[src/rtl/sbcmsc_pkg.sv]
// Constants for the mode and supply control register bank.
package sbcmsc_pkg;

    // ----------------------------------------
    // Serial frame layout
    // ----------------------------------------
    localparam int FRAME_BITS = 16;
    localparam int ADDR_BITS = 7;
    localparam int ACC_BIT = 7;
    localparam int DATA_LSB = 8;

    // ----------------------------------------
    // Register offsets
    // ----------------------------------------
    localparam logic [6:0] OFS_MODE_SUPPLY = 7'h01;
    localparam logic [6:0] OFS_HW0 = 7'h02;
    localparam logic [6:0] OFS_WDOG = 7'h03;
    localparam logic [6:0] OFS_BUS0 = 7'h04;
    localparam logic [6:0] OFS_INT_WAKE = 7'h06;
    localparam logic [6:0] OFS_EXT_WAKE = 7'h07;
    localparam logic [6:0] OFS_WAKE_LEVEL = 7'h08;
    localparam logic [6:0] OFS_BUS3 = 7'h0B;
    localparam logic [6:0] OFS_TIMER = 7'h0C;
    localparam logic [6:0] OFS_HW1 = 7'h0E;
    localparam logic [6:0] OFS_HW2 = 7'h0F;
    localparam logic [6:0] OFS_GPIO_CFG = 7'h17;
    localparam logic [6:0] OFS_PWM_CFG = 7'h18;
    localparam logic [6:0] OFS_PWM_FREQ = 7'h1C;
    localparam logic [6:0] OFS_HW3 = 7'h1D;
    localparam logic [6:0] OFS_SYS_STAT_LO = 7'h1E;
    localparam logic [6:0] OFS_SYS_STAT_HI = 7'h1F;

    // ----------------------------------------
    // Field positions and masks
    // ----------------------------------------
    localparam int MODE_HI = 7;
    localparam int MODE_LO = 6;
    localparam int AUX_HI = 4;
    localparam int AUX_LO = 3;
    localparam int OV_ACT_BIT = 2;
    localparam int THR_HI = 1;
    localparam int THR_LO = 0;
    localparam logic [7:0] MODE_WR_MASK = 8'hDF;
    localparam logic [7:0] MODE_RESTART_KEEP = 8'h03;
    localparam int SRST_CFG_BIT = 6;
    localparam int FAIL_FORCE_BIT = 5;
    localparam int PUMP_EN_BIT = 2;
    localparam int WD_CNT_BIT = 0;
    localparam logic [7:0] HW0_WR_MASK = 8'h65;
    localparam logic [7:0] HW0_RESTART_KEEP = 8'h45;
    localparam int LOCK0_BIT = 3;
    localparam int LOCK1_BIT = 0;

    // ----------------------------------------
    // Reset values and codes
    // ----------------------------------------
    localparam logic [7:0] MODE_RESET = 8'h00;
    localparam logic [7:0] HW0_RESET = 8'h00;
    localparam logic [7:0] GEN_RESET = 8'h00;
    localparam logic [1:0] AUX_OFF = 2'h0;
    localparam logic [1:0] AUX_NORMAL = 2'h1;
    localparam logic [1:0] AUX_NORM_STOP = 2'h2;
    localparam logic [1:0] AUX_ALWAYS = 2'h3;

    typedef enum logic [1:0] {
        SBCMSC_NORMAL = 2'b00,
        SBCMSC_SLEEP = 2'b01,
        SBCMSC_STOP = 2'b10,
        SBCMSC_SOFT_RESET = 2'b11
    } sbcmsc_mode_t;

    // ----------------------------------------
    // Timing
    // ----------------------------------------
    localparam int CLK_MHZ = 20;
    localparam int SOFT_RST_LOW_NS = 10000;
    localparam int SOFT_RST_LOW_CYC = (SOFT_RST_LOW_NS * CLK_MHZ + 999) / 1000;

endpackage

[src/rtl/sbcmsc_regs.sv]
// Mode and supply control register bank behind a 16-bit serial port.
`timescale 1ns/1ps

module sbcmsc_regs
    import sbcmsc_pkg::*;
(
    input wire logic clk_i,
    input wire logic srst_i,
    input wire logic spi_clk_i,
    input wire logic spi_sel_n_i,
    input wire logic spi_mosi_i,
    output logic spi_miso_o,
    input wire logic dev_mode_i,
    input wire logic restart_entry_i,
    input wire logic restart_active_i,
    input wire logic failsafe_active_i,
    input wire logic init_active_i,
    input wire logic overtemp_i,
    input wire logic overvolt_i,
    input wire logic overvolt_flag_clear_i,
    input wire logic failure_flag_i,
    input wire logic fail_pin_is_fail_out_i,
    input wire logic wd_trigger_fail_i,
    input wire logic spi_fail_clear_i,
    output logic [1:0] chip_mode_o,
    output logic [1:0] main_supply_reset_threshold_o,
    output logic aux_supply_on_o,
    output logic main_supply_overvolt_flag_o,
    output logic restart_request_o,
    output logic spi_fail_flag_o,
    output logic reset_output_pin_n_o,
    output logic fail_output_pin_o,
    output logic charge_pump_enable_o
);

    // ----------------------------------------
    // Pin synchronisers and serial framing
    // ----------------------------------------
    logic [1:0] sclk_s_q, sel_s_q, mosi_s_q, dev_s_q;
    logic sclk_d1_q, sel_d1_q;
    logic [4:0] bit_cnt_q;
    logic [15:0] rx_q;
    logic [7:0] tx_q;
    logic sclk_rise, sclk_fall, frame_end, wr_commit;
    logic [6:0] addr;
    logic [7:0] wdata, rd_byte;

    always_ff @(posedge clk_i) begin
        sclk_s_q <= {sclk_s_q[0], spi_clk_i};
        sel_s_q <= {sel_s_q[0], spi_sel_n_i};
        mosi_s_q <= {mosi_s_q[0], spi_mosi_i};
        dev_s_q <= {dev_s_q[0], dev_mode_i};
        sclk_d1_q <= sclk_s_q[1];
        sel_d1_q <= sel_s_q[1];
    end

    assign sclk_rise = sclk_s_q[1] & ~sclk_d1_q & ~sel_s_q[1];
    assign sclk_fall = ~sclk_s_q[1] & sclk_d1_q & ~sel_s_q[1];
    assign frame_end = sel_s_q[1] & ~sel_d1_q;
    assign addr = rx_q[ADDR_BITS-1:0];
    assign wdata = rx_q[FRAME_BITS-1:DATA_LSB];
    assign wr_commit = frame_end & (bit_cnt_q == 5'(FRAME_BITS)) & rx_q[ACC_BIT];

    always_ff @(posedge clk_i) begin
        if (srst_i || sel_s_q[1]) begin
            bit_cnt_q <= 5'h00;
            rx_q <= 16'h0000;
        end else if (sclk_rise && bit_cnt_q < 5'(FRAME_BITS)) begin
            rx_q[bit_cnt_q[3:0]] <= mosi_s_q[1];
            bit_cnt_q <= bit_cnt_q + 5'h01;
        end
    end

    // Old content is latched once the address is known, before any commit.
    always_ff @(posedge clk_i) begin
        if (srst_i || sel_s_q[1]) begin
            tx_q <= 8'h00;
            spi_miso_o <= 1'b0;
        end else if (sclk_fall) begin
            if (bit_cnt_q == 5'(DATA_LSB)) begin
                spi_miso_o <= rd_byte[0];
                tx_q <= {1'b0, rd_byte[7:1]};
            end else begin
                spi_miso_o <= tx_q[0];
                tx_q <= {1'b0, tx_q[7:1]};
            end
        end
    end

    // ----------------------------------------
    // Register storage
    // ----------------------------------------
    logic [7:0] mode_q, hw0_q;
    logic [7:0] gen_q [0:31];
    logic mode_wr, hw0_wr, gen_wr, soft_rst, stop_to_sleep, stop_to_norm;
    logic lock0, lock1, gen_mapped;
    logic [1:0] por_cnt_q;

    assign lock0 = gen_q[OFS_HW1[4:0]][LOCK0_BIT];
    assign lock1 = gen_q[OFS_HW2[4:0]][LOCK1_BIT];
    assign mode_wr = wr_commit & (addr == OFS_MODE_SUPPLY);
    assign hw0_wr = wr_commit & (addr == OFS_HW0);
    assign soft_rst = mode_wr & (wdata[MODE_HI:MODE_LO] == SBCMSC_SOFT_RESET);
    assign stop_to_sleep = mode_q[MODE_HI:MODE_LO] == SBCMSC_STOP
        && wdata[MODE_HI:MODE_LO] == SBCMSC_SLEEP;
    assign stop_to_norm = mode_q[MODE_HI:MODE_LO] == SBCMSC_STOP
        && wdata[MODE_HI:MODE_LO] == SBCMSC_NORMAL;

    always_comb begin
        case (addr)
            OFS_WDOG, OFS_BUS0, OFS_INT_WAKE, OFS_EXT_WAKE, OFS_WAKE_LEVEL,
            OFS_BUS3, OFS_TIMER, OFS_HW1, OFS_HW2, OFS_GPIO_CFG,
            OFS_PWM_CFG, OFS_PWM_FREQ, OFS_HW3, OFS_SYS_STAT_LO,
            OFS_SYS_STAT_HI: gen_mapped = 1'b1;
            default: gen_mapped = 1'b0;
        endcase
    end
    assign gen_wr = wr_commit & gen_mapped;

    always_comb begin
        if (addr == OFS_MODE_SUPPLY) begin
            rd_byte = mode_q & MODE_WR_MASK;
        end else if (addr == OFS_HW0) begin
            rd_byte = hw0_q & HW0_WR_MASK;
        end else if (gen_mapped) begin
            rd_byte = gen_q[addr[4:0]];
        end else begin
            rd_byte = 8'h00;
        end
    end

    // Development mode level is caught once it has passed the synchroniser.
    always_ff @(posedge clk_i) begin
        if (srst_i) begin
            por_cnt_q <= 2'h0;
        end else if (por_cnt_q != 2'h3) begin
            por_cnt_q <= por_cnt_q + 2'h1;
        end
    end

    always_ff @(posedge clk_i) begin
        if (srst_i) begin
            mode_q <= MODE_RESET;
        end else if (restart_entry_i) begin
            mode_q <= mode_q & MODE_RESTART_KEEP;
        end else if (soft_rst) begin
            mode_q <= MODE_RESET;
        end else if (mode_wr && !stop_to_sleep) begin
            if (stop_to_norm) begin
                mode_q[MODE_HI:MODE_LO] <= SBCMSC_NORMAL;
            end else begin
                mode_q <= wdata & MODE_WR_MASK;
            end
            if (overtemp_i) begin
                mode_q[AUX_HI:AUX_LO] <= AUX_OFF;
            end
        end else if (overtemp_i) begin
            mode_q[AUX_HI:AUX_LO] <= AUX_OFF;
        end else if (por_cnt_q == 2'h2 && dev_s_q[1]) begin
            mode_q[AUX_HI:AUX_LO] <= AUX_ALWAYS;
        end
    end

    always_ff @(posedge clk_i) begin
        if (srst_i) begin
            hw0_q <= HW0_RESET;
        end else if (restart_entry_i) begin
            hw0_q <= hw0_q & HW0_RESTART_KEEP;
        end else if (soft_rst) begin
            hw0_q[FAIL_FORCE_BIT] <= 1'b0;
            hw0_q[WD_CNT_BIT] <= 1'b0;
            if (!lock1) begin
                hw0_q[SRST_CFG_BIT] <= 1'b0;
            end
            if (!lock0) begin
                hw0_q[PUMP_EN_BIT] <= 1'b0;
            end
        end else if (hw0_wr) begin
            hw0_q[FAIL_FORCE_BIT] <= wdata[FAIL_FORCE_BIT];
            hw0_q[WD_CNT_BIT] <= wdata[WD_CNT_BIT];
            if (!lock1) begin
                hw0_q[SRST_CFG_BIT] <= wdata[SRST_CFG_BIT];
            end
            if (!lock0) begin
                hw0_q[PUMP_EN_BIT] <= wdata[PUMP_EN_BIT];
            end
        end
    end

    // Other registers are plain storage, except that a write can set but not clear LOCK1_BIT in HW2; lock bits survive a soft reset.
    always_ff @(posedge clk_i) begin
        if (srst_i) begin
            for (int i = 0; i < 32; i++) begin
                gen_q[i] <= GEN_RESET;
            end
        end else if (soft_rst) begin
            for (int i = 0; i < 32; i++) begin
                if (i == int'(OFS_HW1)) begin
                    gen_q[i] <= gen_q[i] & (8'h01 << LOCK0_BIT);
                end else if (i == int'(OFS_HW2)) begin
                    gen_q[i] <= gen_q[i] & (8'h01 << LOCK1_BIT);
                end else begin
                    gen_q[i] <= GEN_RESET;
                end
            end
        end else if (gen_wr) begin
            gen_q[addr[4:0]] <= wdata;
            if (addr == OFS_HW2) begin
                gen_q[addr[4:0]][LOCK1_BIT] <= wdata[LOCK1_BIT] | lock1;
            end
        end
    end

    // ----------------------------------------
    // Status flags and events
    // ----------------------------------------
    logic [1:0] wd_cnt_q;
    logic [8:0] rst_low_cnt_q;
    logic wd_trip;

    always_ff @(posedge clk_i) begin
        if (srst_i) begin
            spi_fail_flag_o <= 1'b0;
        end else if (mode_wr && (stop_to_sleep
                || (stop_to_norm && (wdata[4:0] != mode_q[4:0])))) begin
            spi_fail_flag_o <= 1'b1;
        end else if (spi_fail_clear_i) begin
            spi_fail_flag_o <= 1'b0;
        end
    end

    always_ff @(posedge clk_i) begin
        if (srst_i) begin
            main_supply_overvolt_flag_o <= 1'b0;
        end else if (overvolt_i) begin
            main_supply_overvolt_flag_o <= 1'b1;
        end else if (overvolt_flag_clear_i) begin
            main_supply_overvolt_flag_o <= 1'b0;
        end
    end

    assign wd_trip = wd_trigger_fail_i && (hw0_q[WD_CNT_BIT] || wd_cnt_q != 2'h0);

    always_ff @(posedge clk_i) begin
        if (srst_i || restart_entry_i) begin
            wd_cnt_q <= 2'h0;
        end else if (wd_trigger_fail_i && wd_cnt_q != 2'h3) begin
            wd_cnt_q <= wd_cnt_q + 2'h1;
        end
    end

    always_ff @(posedge clk_i) begin
        if (srst_i) begin
            restart_request_o <= 1'b0;
        end else begin
            restart_request_o <= (overvolt_i && mode_q[OV_ACT_BIT]) || wd_trip;
        end
    end

    always_ff @(posedge clk_i) begin
        if (srst_i) begin
            rst_low_cnt_q <= 9'h000;
            reset_output_pin_n_o <= 1'b1;
        end else if (soft_rst && !hw0_q[SRST_CFG_BIT]) begin
            rst_low_cnt_q <= 9'(SOFT_RST_LOW_CYC - 1);
            reset_output_pin_n_o <= 1'b0;
        end else if (rst_low_cnt_q != 9'h000) begin
            rst_low_cnt_q <= rst_low_cnt_q - 9'h001;
        end else begin
            reset_output_pin_n_o <= 1'b1;
        end
    end

    // ----------------------------------------
    // Outputs
    // ----------------------------------------
    logic aux_on;

    always_comb begin
        case (mode_q[AUX_HI:AUX_LO])
            AUX_NORMAL: aux_on = mode_q[MODE_HI:MODE_LO] == SBCMSC_NORMAL;
            AUX_NORM_STOP: aux_on = mode_q[MODE_HI:MODE_LO] == SBCMSC_NORMAL
                || mode_q[MODE_HI:MODE_LO] == SBCMSC_STOP;
            AUX_ALWAYS: aux_on = !restart_active_i && !failsafe_active_i
                && (!init_active_i || dev_s_q[1]);
            default: aux_on = 1'b0;
        endcase
    end

    always_ff @(posedge clk_i) begin
        if (srst_i) begin
            chip_mode_o <= SBCMSC_NORMAL;
            main_supply_reset_threshold_o <= 2'h0;
            aux_supply_on_o <= 1'b0;
            fail_output_pin_o <= 1'b0;
            charge_pump_enable_o <= 1'b0;
        end else begin
            chip_mode_o <= mode_q[MODE_HI:MODE_LO];
            main_supply_reset_threshold_o <= mode_q[THR_HI:THR_LO];
            aux_supply_on_o <= aux_on;
            fail_output_pin_o <= fail_pin_is_fail_out_i
                && (hw0_q[FAIL_FORCE_BIT] || failure_flag_i);
            charge_pump_enable_o <= hw0_q[PUMP_EN_BIT];
        end
    end

    // ----------------------------------------
    // Checks
    // ----------------------------------------
    chk_ov_flag_set: assert property (@(posedge clk_i) disable iff (srst_i)
        overvolt_i |=> main_supply_overvolt_flag_o)
        else $error("overvoltage flag not set");
    chk_ov_action: assert property (@(posedge clk_i) disable iff (srst_i)
        (overvolt_i && mode_q[OV_ACT_BIT]) |=> restart_request_o)
        else $error("overvoltage action missing");
    chk_restart_mode: assert property (@(posedge clk_i) disable iff (srst_i)
        restart_entry_i |=> mode_q == ($past(mode_q) & MODE_RESTART_KEEP))
        else $error("restart value of mode register wrong");
    chk_restart_hw0: assert property (@(posedge clk_i) disable iff (srst_i)
        restart_entry_i |=> hw0_q == ($past(hw0_q) & HW0_RESTART_KEEP))
        else $error("restart value of hardware control wrong");
    chk_stop_sleep: assert property (@(posedge clk_i) disable iff (srst_i)
        (mode_wr && stop_to_sleep && !restart_entry_i && !overtemp_i) |=> $stable(mode_q))
        else $error("stop to sleep write accepted");
    chk_stop_norm: assert property (@(posedge clk_i) disable iff (srst_i)
        (mode_wr && stop_to_norm && !restart_entry_i && !overtemp_i)
        |=> mode_q[4:0] == $past(mode_q[4:0])
        && (spi_fail_flag_o || $past(wdata[4:0]) == $past(mode_q[4:0])))
        else $error("stop to normal write mishandled");
    chk_lock_cp: assert property (@(posedge clk_i) disable iff (srst_i)
        (lock0 && !restart_entry_i) |=> hw0_q[PUMP_EN_BIT] == $past(hw0_q[PUMP_EN_BIT]))
        else $error("locked charge pump enable changed");
    chk_soft_rst_pin: assert property (@(posedge clk_i) disable iff (srst_i)
        (soft_rst && !hw0_q[SRST_CFG_BIT] && !restart_entry_i)
        |=> !reset_output_pin_n_o [*8])
        else $error("reset output not held low");
    chk_reserved_zero: assert property (@(posedge clk_i) disable iff (srst_i)
        !mode_q[5] && hw0_q[7] == 1'b0 && hw0_q[4:3] == 2'h0 && !hw0_q[1])
        else $error("reserved bit set");
    chk_sleep_flag: assert property (@(posedge clk_i) disable iff (srst_i)
        (mode_wr && stop_to_sleep) |=> spi_fail_flag_o)
        else $error("refused write did not flag serial error");
    chk_perm_lock: assert property (@(posedge clk_i) disable iff (srst_i)
        lock1 |=> lock1)
        else $error("permanent lock released");
    chk_restart_force: assert property (@(posedge clk_i) disable iff (srst_i)
        restart_entry_i |=> !hw0_q[FAIL_FORCE_BIT])
        else $error("force bit kept through restart");
    chk_overtemp_aux: assert property (@(posedge clk_i) disable iff (srst_i)
        overtemp_i |=> mode_q[AUX_HI:AUX_LO] == AUX_OFF)
        else $error("aux supply field not cleared");

endmodule

[config.mk]
export PLATFORM = sky130hd
export DESIGN_NAME = sbcmsc_regs
export DESIGN_NICKNAME = d
export VERILOG_FILES = /design/src/rtl/sbcmsc_pkg.sv /design/src/rtl/sbcmsc_regs.sv
export SDC_FILE = /design/constraint.sdc
export NUM_CORES = 1
export LEC_CHECK = 0
export ABC_AREA = 1
export BUFFER_PORTS_ARGS = -buffer_cell sky130_fd_sc_hd__buf_2
export CORE_ASPECT_RATIO = 0.8
export CORE_UTILIZATION = 40
export DETAILED_ROUTE_END_ITERATION = 16
export PLACE_DENSITY = 0.54
export SYNTH_ARGS = -nofsm -noshare
export SYNTH_HDL_FRONTEND = slang
export SYNTH_SLANG_ARGS = --single-unit
[constraint.sdc]
create_clock -name clk_i -period 2.4 [get_ports clk_i]
set_clock_uncertainty 0.2 [all_clocks]
set_input_delay 0.12 -clock clk_i [delete_from_list [all_inputs] [get_ports clk_i]]
set_output_delay 0.12 -clock clk_i [all_outputs]
set_load 0.1 [all_outputs]
======== After elaboration in Yosys (flattened, before gate mapping) ========
Memory sizes are Yosys's and may differ from the RTL's. A register that Yosys moved wholly into a read port is not among the register bits.
Index checks and enable logic that the tools add are counted.
word-level totals
  memories ................................ 2
  word-level logic and storage cells ...... 257
  flip-flop bits (word level) ............. 75
  input bits .............................. 17
  output and inout port bits .............. 12
  bits in writable memories ............... 256
  bits in read-only memories .............. 32
  bits in latches ......................... 0
cells by class
  add/sub/neg operators ................... 4
  reduce and logical (&&, ||, !) cells .... 49
  $mul .................................... 0
  muxes and demuxes ....................... 93
  bitwise logic cells ..................... 56
  div/mod/pow operators ................... 0
  magnitude comparators ................... 3
  shift operators ......................... 0
  equal/unequal tests ..................... 19
memory list
  name              words  width  read ports  clocked after Yosys merged registers in  wr ports  RTL line            text
  gen_q             32     8      3           1                                        32        sbcmsc_regs.sv:94   logic [7:0] gen_q [0:31];
  (name not given)  32     1      1           1                                        0         sbcmsc_regs.sv:110  case (addr)
operators with widths
  kind                                                                    count
  8-bit 2-to-1 mux                                                        36
  1-bit OR                                                                37
  1-bit 2-to-1 mux                                                        34
  5-bit 2-to-1 mux                                                        6
  2-bit 2-to-1 mux                                                        10
  16-bit bitwise mux                                                      1
  1-bit logical AND                                                       15
  7-bit 2-to-1 mux                                                        2
  2-bit nonzero test                                                      6
  1-bit AND                                                               11
  2-bit equality test (second input constant)                             5
  3-bit AND reduction                                                     3
  9-bit nonzero test                                                      1
  9-bit by 1-bit subtractor with 9-bit output (second input constant)     1
  1-bit logical OR                                                        8
  2-bit inequality test (second input constant)                           4
  1-bit inverter                                                          8
  2-bit AND reduction                                                     4
  8-bit OR reduction                                                      1
  7-bit by 1-bit equality test with 1-bit output (second input constant)  1
  7-bit by 2-bit equality test with 1-bit output (second input constant)  1
  7-bit by 4-bit equality test with 1-bit output (second input constant)  1
  2-bit logical NOT                                                       3
  5-bit by 1-bit adder with 5-bit output (second input constant)          1
  18 further kinds                                                        24

======== Logic depth before layout (Yosys ltp) ========
Gate-level depths: netlist of the first run.
  depth in word-level cells ............... 12
  gate-level depth with buffers ........... 15
  mapped depth without buffers ............ 15

======== Worst setup path before layout of the first run ========
Ideal clock, no wire load.
  path type ............................... reg2reg
  start point ............................. reg bit_cnt_q[0]
  end point ............................... mem gen_q[14][1], enable pin
  setup slack ............................. -80 ps
  arrival ................................. 1956 ps
  cell stages (with the launch flop) ...... 15
  period minus slack after synthesis ...... 2480 ps
  required time ........................... 1875 ps
  path through ............................ dfxtp_1 > inv_1 > ha_1 > nand2_1 > nor3_2 > nand2_2 > nor2_8 > nand3_2 > nand2_1 > inv_2 > nand2_8 > nor2_8 > nand2_2 > buf_6 > nand3_1
RTL lines
  item                    RTL line           text
  from (decl)             sbcmsc_regs.sv:41  logic [4:0] bit_cnt_q;
  from (signal assigned)  sbcmsc_regs.sv:70  bit_cnt_q <= bit_cnt_q + 5'h01;
  to (decl)               sbcmsc_regs.sv:94

==> results of run 1 <==
==> area by class of cell <==
class,instances,area share
Clock buffer,56,0.0554
Clock inverter,11,0.00661
Inverter,180,0.0347
Multi-Input combinational cell,1266,0.307
Sequential cell,336,0.472
Tap cell,528,0.0336
Timing Repair Buffer,186,0.0903
==> through the flow <==
step	setup slack, ns	hold slack [ns]	power (mW)
3_5_place_dp	-0.143	0.0252	7.63
6_report	0.00334	0.0238	13.3
4_1_cts	-0.00668	0.000207	13.5
5_1_grt	-0.0788	0.0230	13.8
2_1_floorplan	-0.0524	-0.0523	7.37
3_3_place_gp	-0.0788	0.0227	7.61
==> synthesized netlist by cell type <==
| cell | n |
|---|---|
| a41oi_1 | 1 |
| nor2_8 | 5 |
| xor2_1 | 4 |
| o21bai_1 | 1 |
| o211ai_1 | 4 |
| inv_2 | 5 |
| xnor2_1 | 2 |
| buf_6 | 1 |
| nor2_1 | 327 |
| nand3_2 | 1 |
| ha_1 | 12 |
| a22oi_1 | 1 |
| nor2_4 | 1 |
| a21oi_1 | 49 |
| nand3_1 | 177 |
| o21ai_0 | 45 |
| or2_1 | 1 |
| nor3_4 | 1 |
| nand2_1 | 562 |
| nand2_2 | 34 |
| dfxtp_1 | 80 |
| nor3_1 | 15 |
| buf_2 | 5 |
| nand2_8 | 1 |
| edfxtp_1 | 256 |
| nand4_1 | 7 |
| buf_1 | 13 |
| a211oi_1 | 2 |
| clkbuf_1 | 71 |
| nor2_2 | 1 |
| a311oi_1 | 7 |
| inv_1 | 168 |
| nor3_2 | 1 |
| clkinv_1 | 7 |
| o31ai_1 | 1 |
| nor4_1 | 3 |
==> registers in the layout, summed over array words and instances, names as in the netlist, 2 cells and up, named ones only <==
| name | cells |
|---|---|
| chip_mode_o | 2 |
| main_supply_reset_threshold_o | 2 |
| bit_cnt_q | 5 |
| hw0_q | 4 |
| rx_q | 16 |
| sel_s_q | 2 |
| tx_q | 7 |
| gen_q | 256 |
| dev_s_q | 2 |
| wd_cnt_q | 2 |
| por_cnt_q | 2 |
| rst_low_cnt_q | 9 |
| mode_q | 7 |
| mosi_s_q | 2 |
| sclk_s_q | 2 |
==> routing by layer <==
layer / vias to the layer above / wire length (um)
li1: 6309 / -
met1: 6273 / 22300
met2: 417 / 20300
met3: 65 / 3370
met4: 0 / 797
met5: - / 0
==> worst paths after layout <==
path                                   from  slack [ns]      endpoint
worst min register to register  sclk_s_q[0]        0.13   sclk_s_q[1]
worst max-delay path                rx_q[5]       0.003  gen_q[20][6]
worst max register to register      rx_q[5]       0.003  gen_q[20][6]
worst min-delay path            spi_sel_n_i        0.02    sel_s_q[0]
==> what timing repair did <==
action	in CTS	in global routing
buffers inserted	2	3
endpoints found under the hold margin	68	0
gates resized for setup	28	126
pin swaps	2	9
hold buffers	20	0
cloned	0	16
endpoints found under the setup margin	303	511
==> critical path, delay by kind of cell (launching register included) <==
kind	cells	cell delay (ns)
and+or+nand+nor	9	1.09
DFF	1	0.31
buffers and inverters	5	0.52
==> power groups by stage <==
stage               Combinational (mW)  Clock, mW  Sequential, mW
floorplan                        0.616          0            6.75
detailed placement               0.869          0            6.76
CTS                              0.907       5.91            6.64
global placement                 0.855          0            6.76
finish                           0.925       5.78            6.64
global route                      1.05       6.13            6.67
==> logic make-up (layout without fill, tap and decap cells) <==
family          Yosys count  count (layout)
buf+inv                 270             433
fa+ha+maj                12              12
flops                   336             336
compound gates          111             111
xor+xnor                  6               6
simple gates           1137            1137
==> impl_metrics.yaml, run 1 <==
final_layout:
  multi_input_area_mm2: 0.00604
  postLayoutCoreUtil: 0.509
  fin_nets: 2036
  area_delta_synth_final_pct: 23.9
  final_area_mm2: 0.0197
  layout_common_cells: "nand2_1 (529), nor2_1 (320), edfxtp_1 (256), nand3_1 (176), inv_1 (165)"
  layout.area.seq_mm2: 0.00930
  fill_cells: 3647
  final_cell_count_no_fill: 2563
  n_antenna_cell: 0
  drive_gt1_frac: 0.157
  final_common_cell: "nand2_1"
yosys:
  ys_top_cells_by_area: "edfxtp_1 (48%), nand2_1 (13%), dfxtp_1 (10%)"
  yosys.area_share.adder: 0.00945
  synth_compound_area_frac: 0.0383
  synth_top_area_frac: 0.484
  yosys_warnings: 0
  synth_area_mm2: 0.0159
  synth-xor-area-share: 0.00331
  ys_ff_latch: 336
  syn-instance-count: 1872
  syn_avg_cell_area_um2: 8.48
  seq_area_frac_synth: 0.585
  synth.area.mux_share: 0
  syn-num-nets: 1901
  yosysTopAreaCell: "edfxtp_1"
  synth-simple-area-share: 0.299
  synth.distinct_cells: 36
  synth_top_family_by_area: "simple AND/OR/NAND/NOR gates"
cts:
  cts_buffer_depth: 3
  clkTransAtPathRegs_ns: 0.06
  clkLatencyLatePin_ns: 0.54
  ctsHtreeMaxLevel: 2
  cts_tree: "built"
  cts_made_buffers: 37
  root_buffer: "clkbuf_16"
  cts_sinks: 336
power:
  p_clk_frac: 0.433
  p_int_mw: 10.3
  switching_share: 0.228
  power_density_mw_per_mm2: 678
  ir_drop_mv: 0.450
  leakagePower_nw: 8.19
  switchingPower_mw: 3.04
  pwr-share-seq: 0.497
  combPwrFrac: 0.069
drt:
  ant_nets: 0
  first_iter_violations: 1356
  wl_um: 46700
  wl_per_cell_um: 18.2
  drt-pass1-iter-count: 5
  drc: 0
  via_per_inst: 5.10
  vias: 13100
floorplanning:
  die_w_um: 225
  io_pins: 29
  placeableCoreArea_mm2: 0.0387
  initial_core_util: 0.411
  die_h_um: 180
  row_count: 64
  dieArea_mm2: 0.0405
grt:
  grt_pass1_wl_um: 70800
  use_met3: 0.0315
  grt-busiest-layer: "met1"
  grt_max_degree: 57
  grt_pass1_vias: 12200
  grt_overflow: 0
  grt_use_met2: 0.339
  grt_use_met1: 0.353
  track_usage: 0.229
  antenna_found_initial: 0
job:
  cap_violations: 0
setup_path:
  slowest_delay_ns: 0.31
  cp-start-kind: "flop"
  slowest_stage: "dfxtp_1"
  cp_max_fo: 6
  arrival_ns: 2.46
  end_kind: "flop"
  crit_type: "flop to flop"
  path_cells: "or2_4 > nor3_4 > inv_2 > nor2_8 > nand3_4 > nand2_4 > inv_6 > nand2_8 > nor2_8 > buf_12 > nand2_4 > buf_6 > buf_6 > nor2_1"
  r2r_cells: 14
  required_ns: 2.47
place:
  hpwl_um: 30500
  dp_cells: 2456
  place_area_mm2: 0.0175
  gp_congestion: 0.892
  port_buffers: 28
sta:
  fin_crit_ns: 2.40
  rsz0062_at_grt: "yes"
  fin_setup_tns_ns: 0
  drv_slew: 0
  max_freq_mhz: 417
  fin_crit_sh: 0.999
  finalHoldViolations: 0
  slew_headroom: 0.562
  tightest_slew_ns: 0.657
  setup_violations: 0
run_status:
  status: "finished clean"
hold_path:
  min_path_type: "input pin to flop"
  hold_path_depth: 2
Note: power is estimated with default switching activity, not from simulation.
==> inputs of run 2 (changes only) <==
Settings changed: CTS_BUF_LIST set to sky130_fd_sc_hd__clkbuf_8, MAX_ROUTING_LAYER set to met4.
==> impl_metrics.yaml, run 2 (synthesis results as in run 1) <==
drt:
  drt-pass1-iter-count: 5
  drc: 0
  wl_per_cell_um: 18.3
  ant_nets: 0
  wl_um: 47700
  vias: 13200
  via_per_inst: 5.08
  first_iter_violations: 1173
cts:
  ctsHtreeMaxLevel: 2
  clkTransAtPathRegs_ns: 0.06
  cts_sinks: 336
  cts_buffer_depth: 3
  cts_made_buffers: 57
  root_buffer: "clkbuf_8"
  clkLatencyLatePin_ns: 0.64
  cts_tree: "built"
final_layout:
  largest_register_ffs: 256
  largest-register: "gen_q"
  final_area_mm2: 0.0202
  final_cell_count_no_fill: 2610
  reg_top3: "gen_q x256, rx_q x16, rst_low_cnt_q x9"
  n_antenna_cell: 0
  drive_gt1_frac: 0.192
  layout_common_cells: "nand2_1 (513), nor2_1 (284), edfxtp_1 (256), inv_1 (189), nand3_1 (175)"
  final_common_cell: "nand2_1"
  fin_nets: 2066
  area_delta_synth_final_pct: 27.0
  postLayoutCoreUtil: 0.522
place:
  pre_cts_ws_ns: -0.143
  port_buffers: 28
  gp_congestion: 0.907
  place_area_mm2: 0.0175
  hpwl_um: 30500
  dp_cells: 2456
run_status:
  status: "finished clean"
sta:
  slew_headroom: 0.561
  drv_slew: 0
  max_freq_mhz: 418
  tightest_slew_ns: 0.659
  finalHoldViolations: 0
  fin_crit_ns: 2.39
  setup_violations: 0
  setup_slack_ns: 0.00987
  fin_crit_sh: 0.996
  rsz0062_at_grt: "yes"
power:
  total_power_mw: 12.4
  leakagePower_nw: 8.31
  power_density_mw_per_mm2: 614
  ir_drop_mv: 0.376
grt:
  track_usage: 0.239
  grt_max_degree: 57
  grt_overflow: 0
  antenna_found_initial: 0
  grt_pass1_vias: 12400
  grt_pass1_wl_um: 71600
setup_path:
  crit_type: "flop to flop"
  end_kind: "flop"
  cp_max_fo: 5
  required_ns: 2.55
  r2r_cells: 13
  cp-start-kind: "flop"
  arrival_ns: 2.54
  ff2ff_setup_slack_ns: 0.01
hold_path:
  hold_path_depth: 0
  min_path_type: "flop to flop"
floorplanning:
  die_h_um: 180
  initial_core_util: 0.411
  row_count: 64
  dieArea_mm2: 0.0405
  placeableCoreArea_mm2: 0.0387
  die_w_um: 225
  io_pins: 29
job:
  cap_violations: 0
-- run 2: report_power, final --
part	switching [mW]	total, mW	internal [mW]
clock network	2.38	4.78	2.40
registers	0.114	6.64	6.53
logic	0.618	0.966	0.349
-- run 2: area by class of cell --
cell class | count | area (um2)
fill | 3602 | 18500
timing repair buffer | 196 | 1910
tap | 528 | 661
sequential | 336 | 9300
clock buffer | 63 | 867
inverter | 180 | 682
clock inverter | 41 | 175
multi-input combinational | 1266 | 6590
-- run 2: worst paths after layout --
kind / end / from
setup / recovery: gen_q[6][0] / bit_cnt_q[0]
hold / removal: sclk_s_q[1] / sclk_s_q[0]
setup reg to reg: gen_q[6][0] / bit_cnt_q[0]
hold reg to reg: sclk_s_q[1] / sclk_s_q[0]
-- run 2: timing repair --
action | 4_1_cts | 5_1_grt
resized for setup | 38 | 241
pin swaps | 7 | 31
setup buffers | 4 | 5
hold buffers | 24 | 0
gates cloned | 0 | 19
setup endpoints to repair | 362 | 506
hold endpoints to repair | 82 | 0
-- run 2: critical path: stages (launching register included) --
cell,delay [ns]
dfxtp_2,0.32
inv_2,0.07
ha_4,0.15
nand2_4,0.06
nor3_4,0.11
nand2_2,0.13
buf_6,0.15
nor2_4,0.17
nand2_8,0.13
nor2_8,0.16
buf_12,0.16
nand2_4,0.09
buf_6,0.15
nand2_2,0.05
-- run 2: per-layer routing --
| layer | GRT usage | part of all wire |
|---|---|---|
| met5 | - | 0 |
| met4 | 0.0547 | 0.019 |
| met3 | 0.0422 | 0.074 |
| met2 | 0.345 | 0.43 |
| met1 | 0.347 | 0.47 |
-- run 2: metrics by stage --
| stage | hold WS (ns) | TNS, ns |
|---|---|---|
| after global routing | 0.136 | -7.18 |
| after detailed placement | 0.0252 | -15.73 |
| after global placement | 0.0227 | -8.34 |
| after CTS | 0.125 | -0.0564 |
| after floorplan | -0.0523 | -5.98 |
| final | 0.126 | 0 |
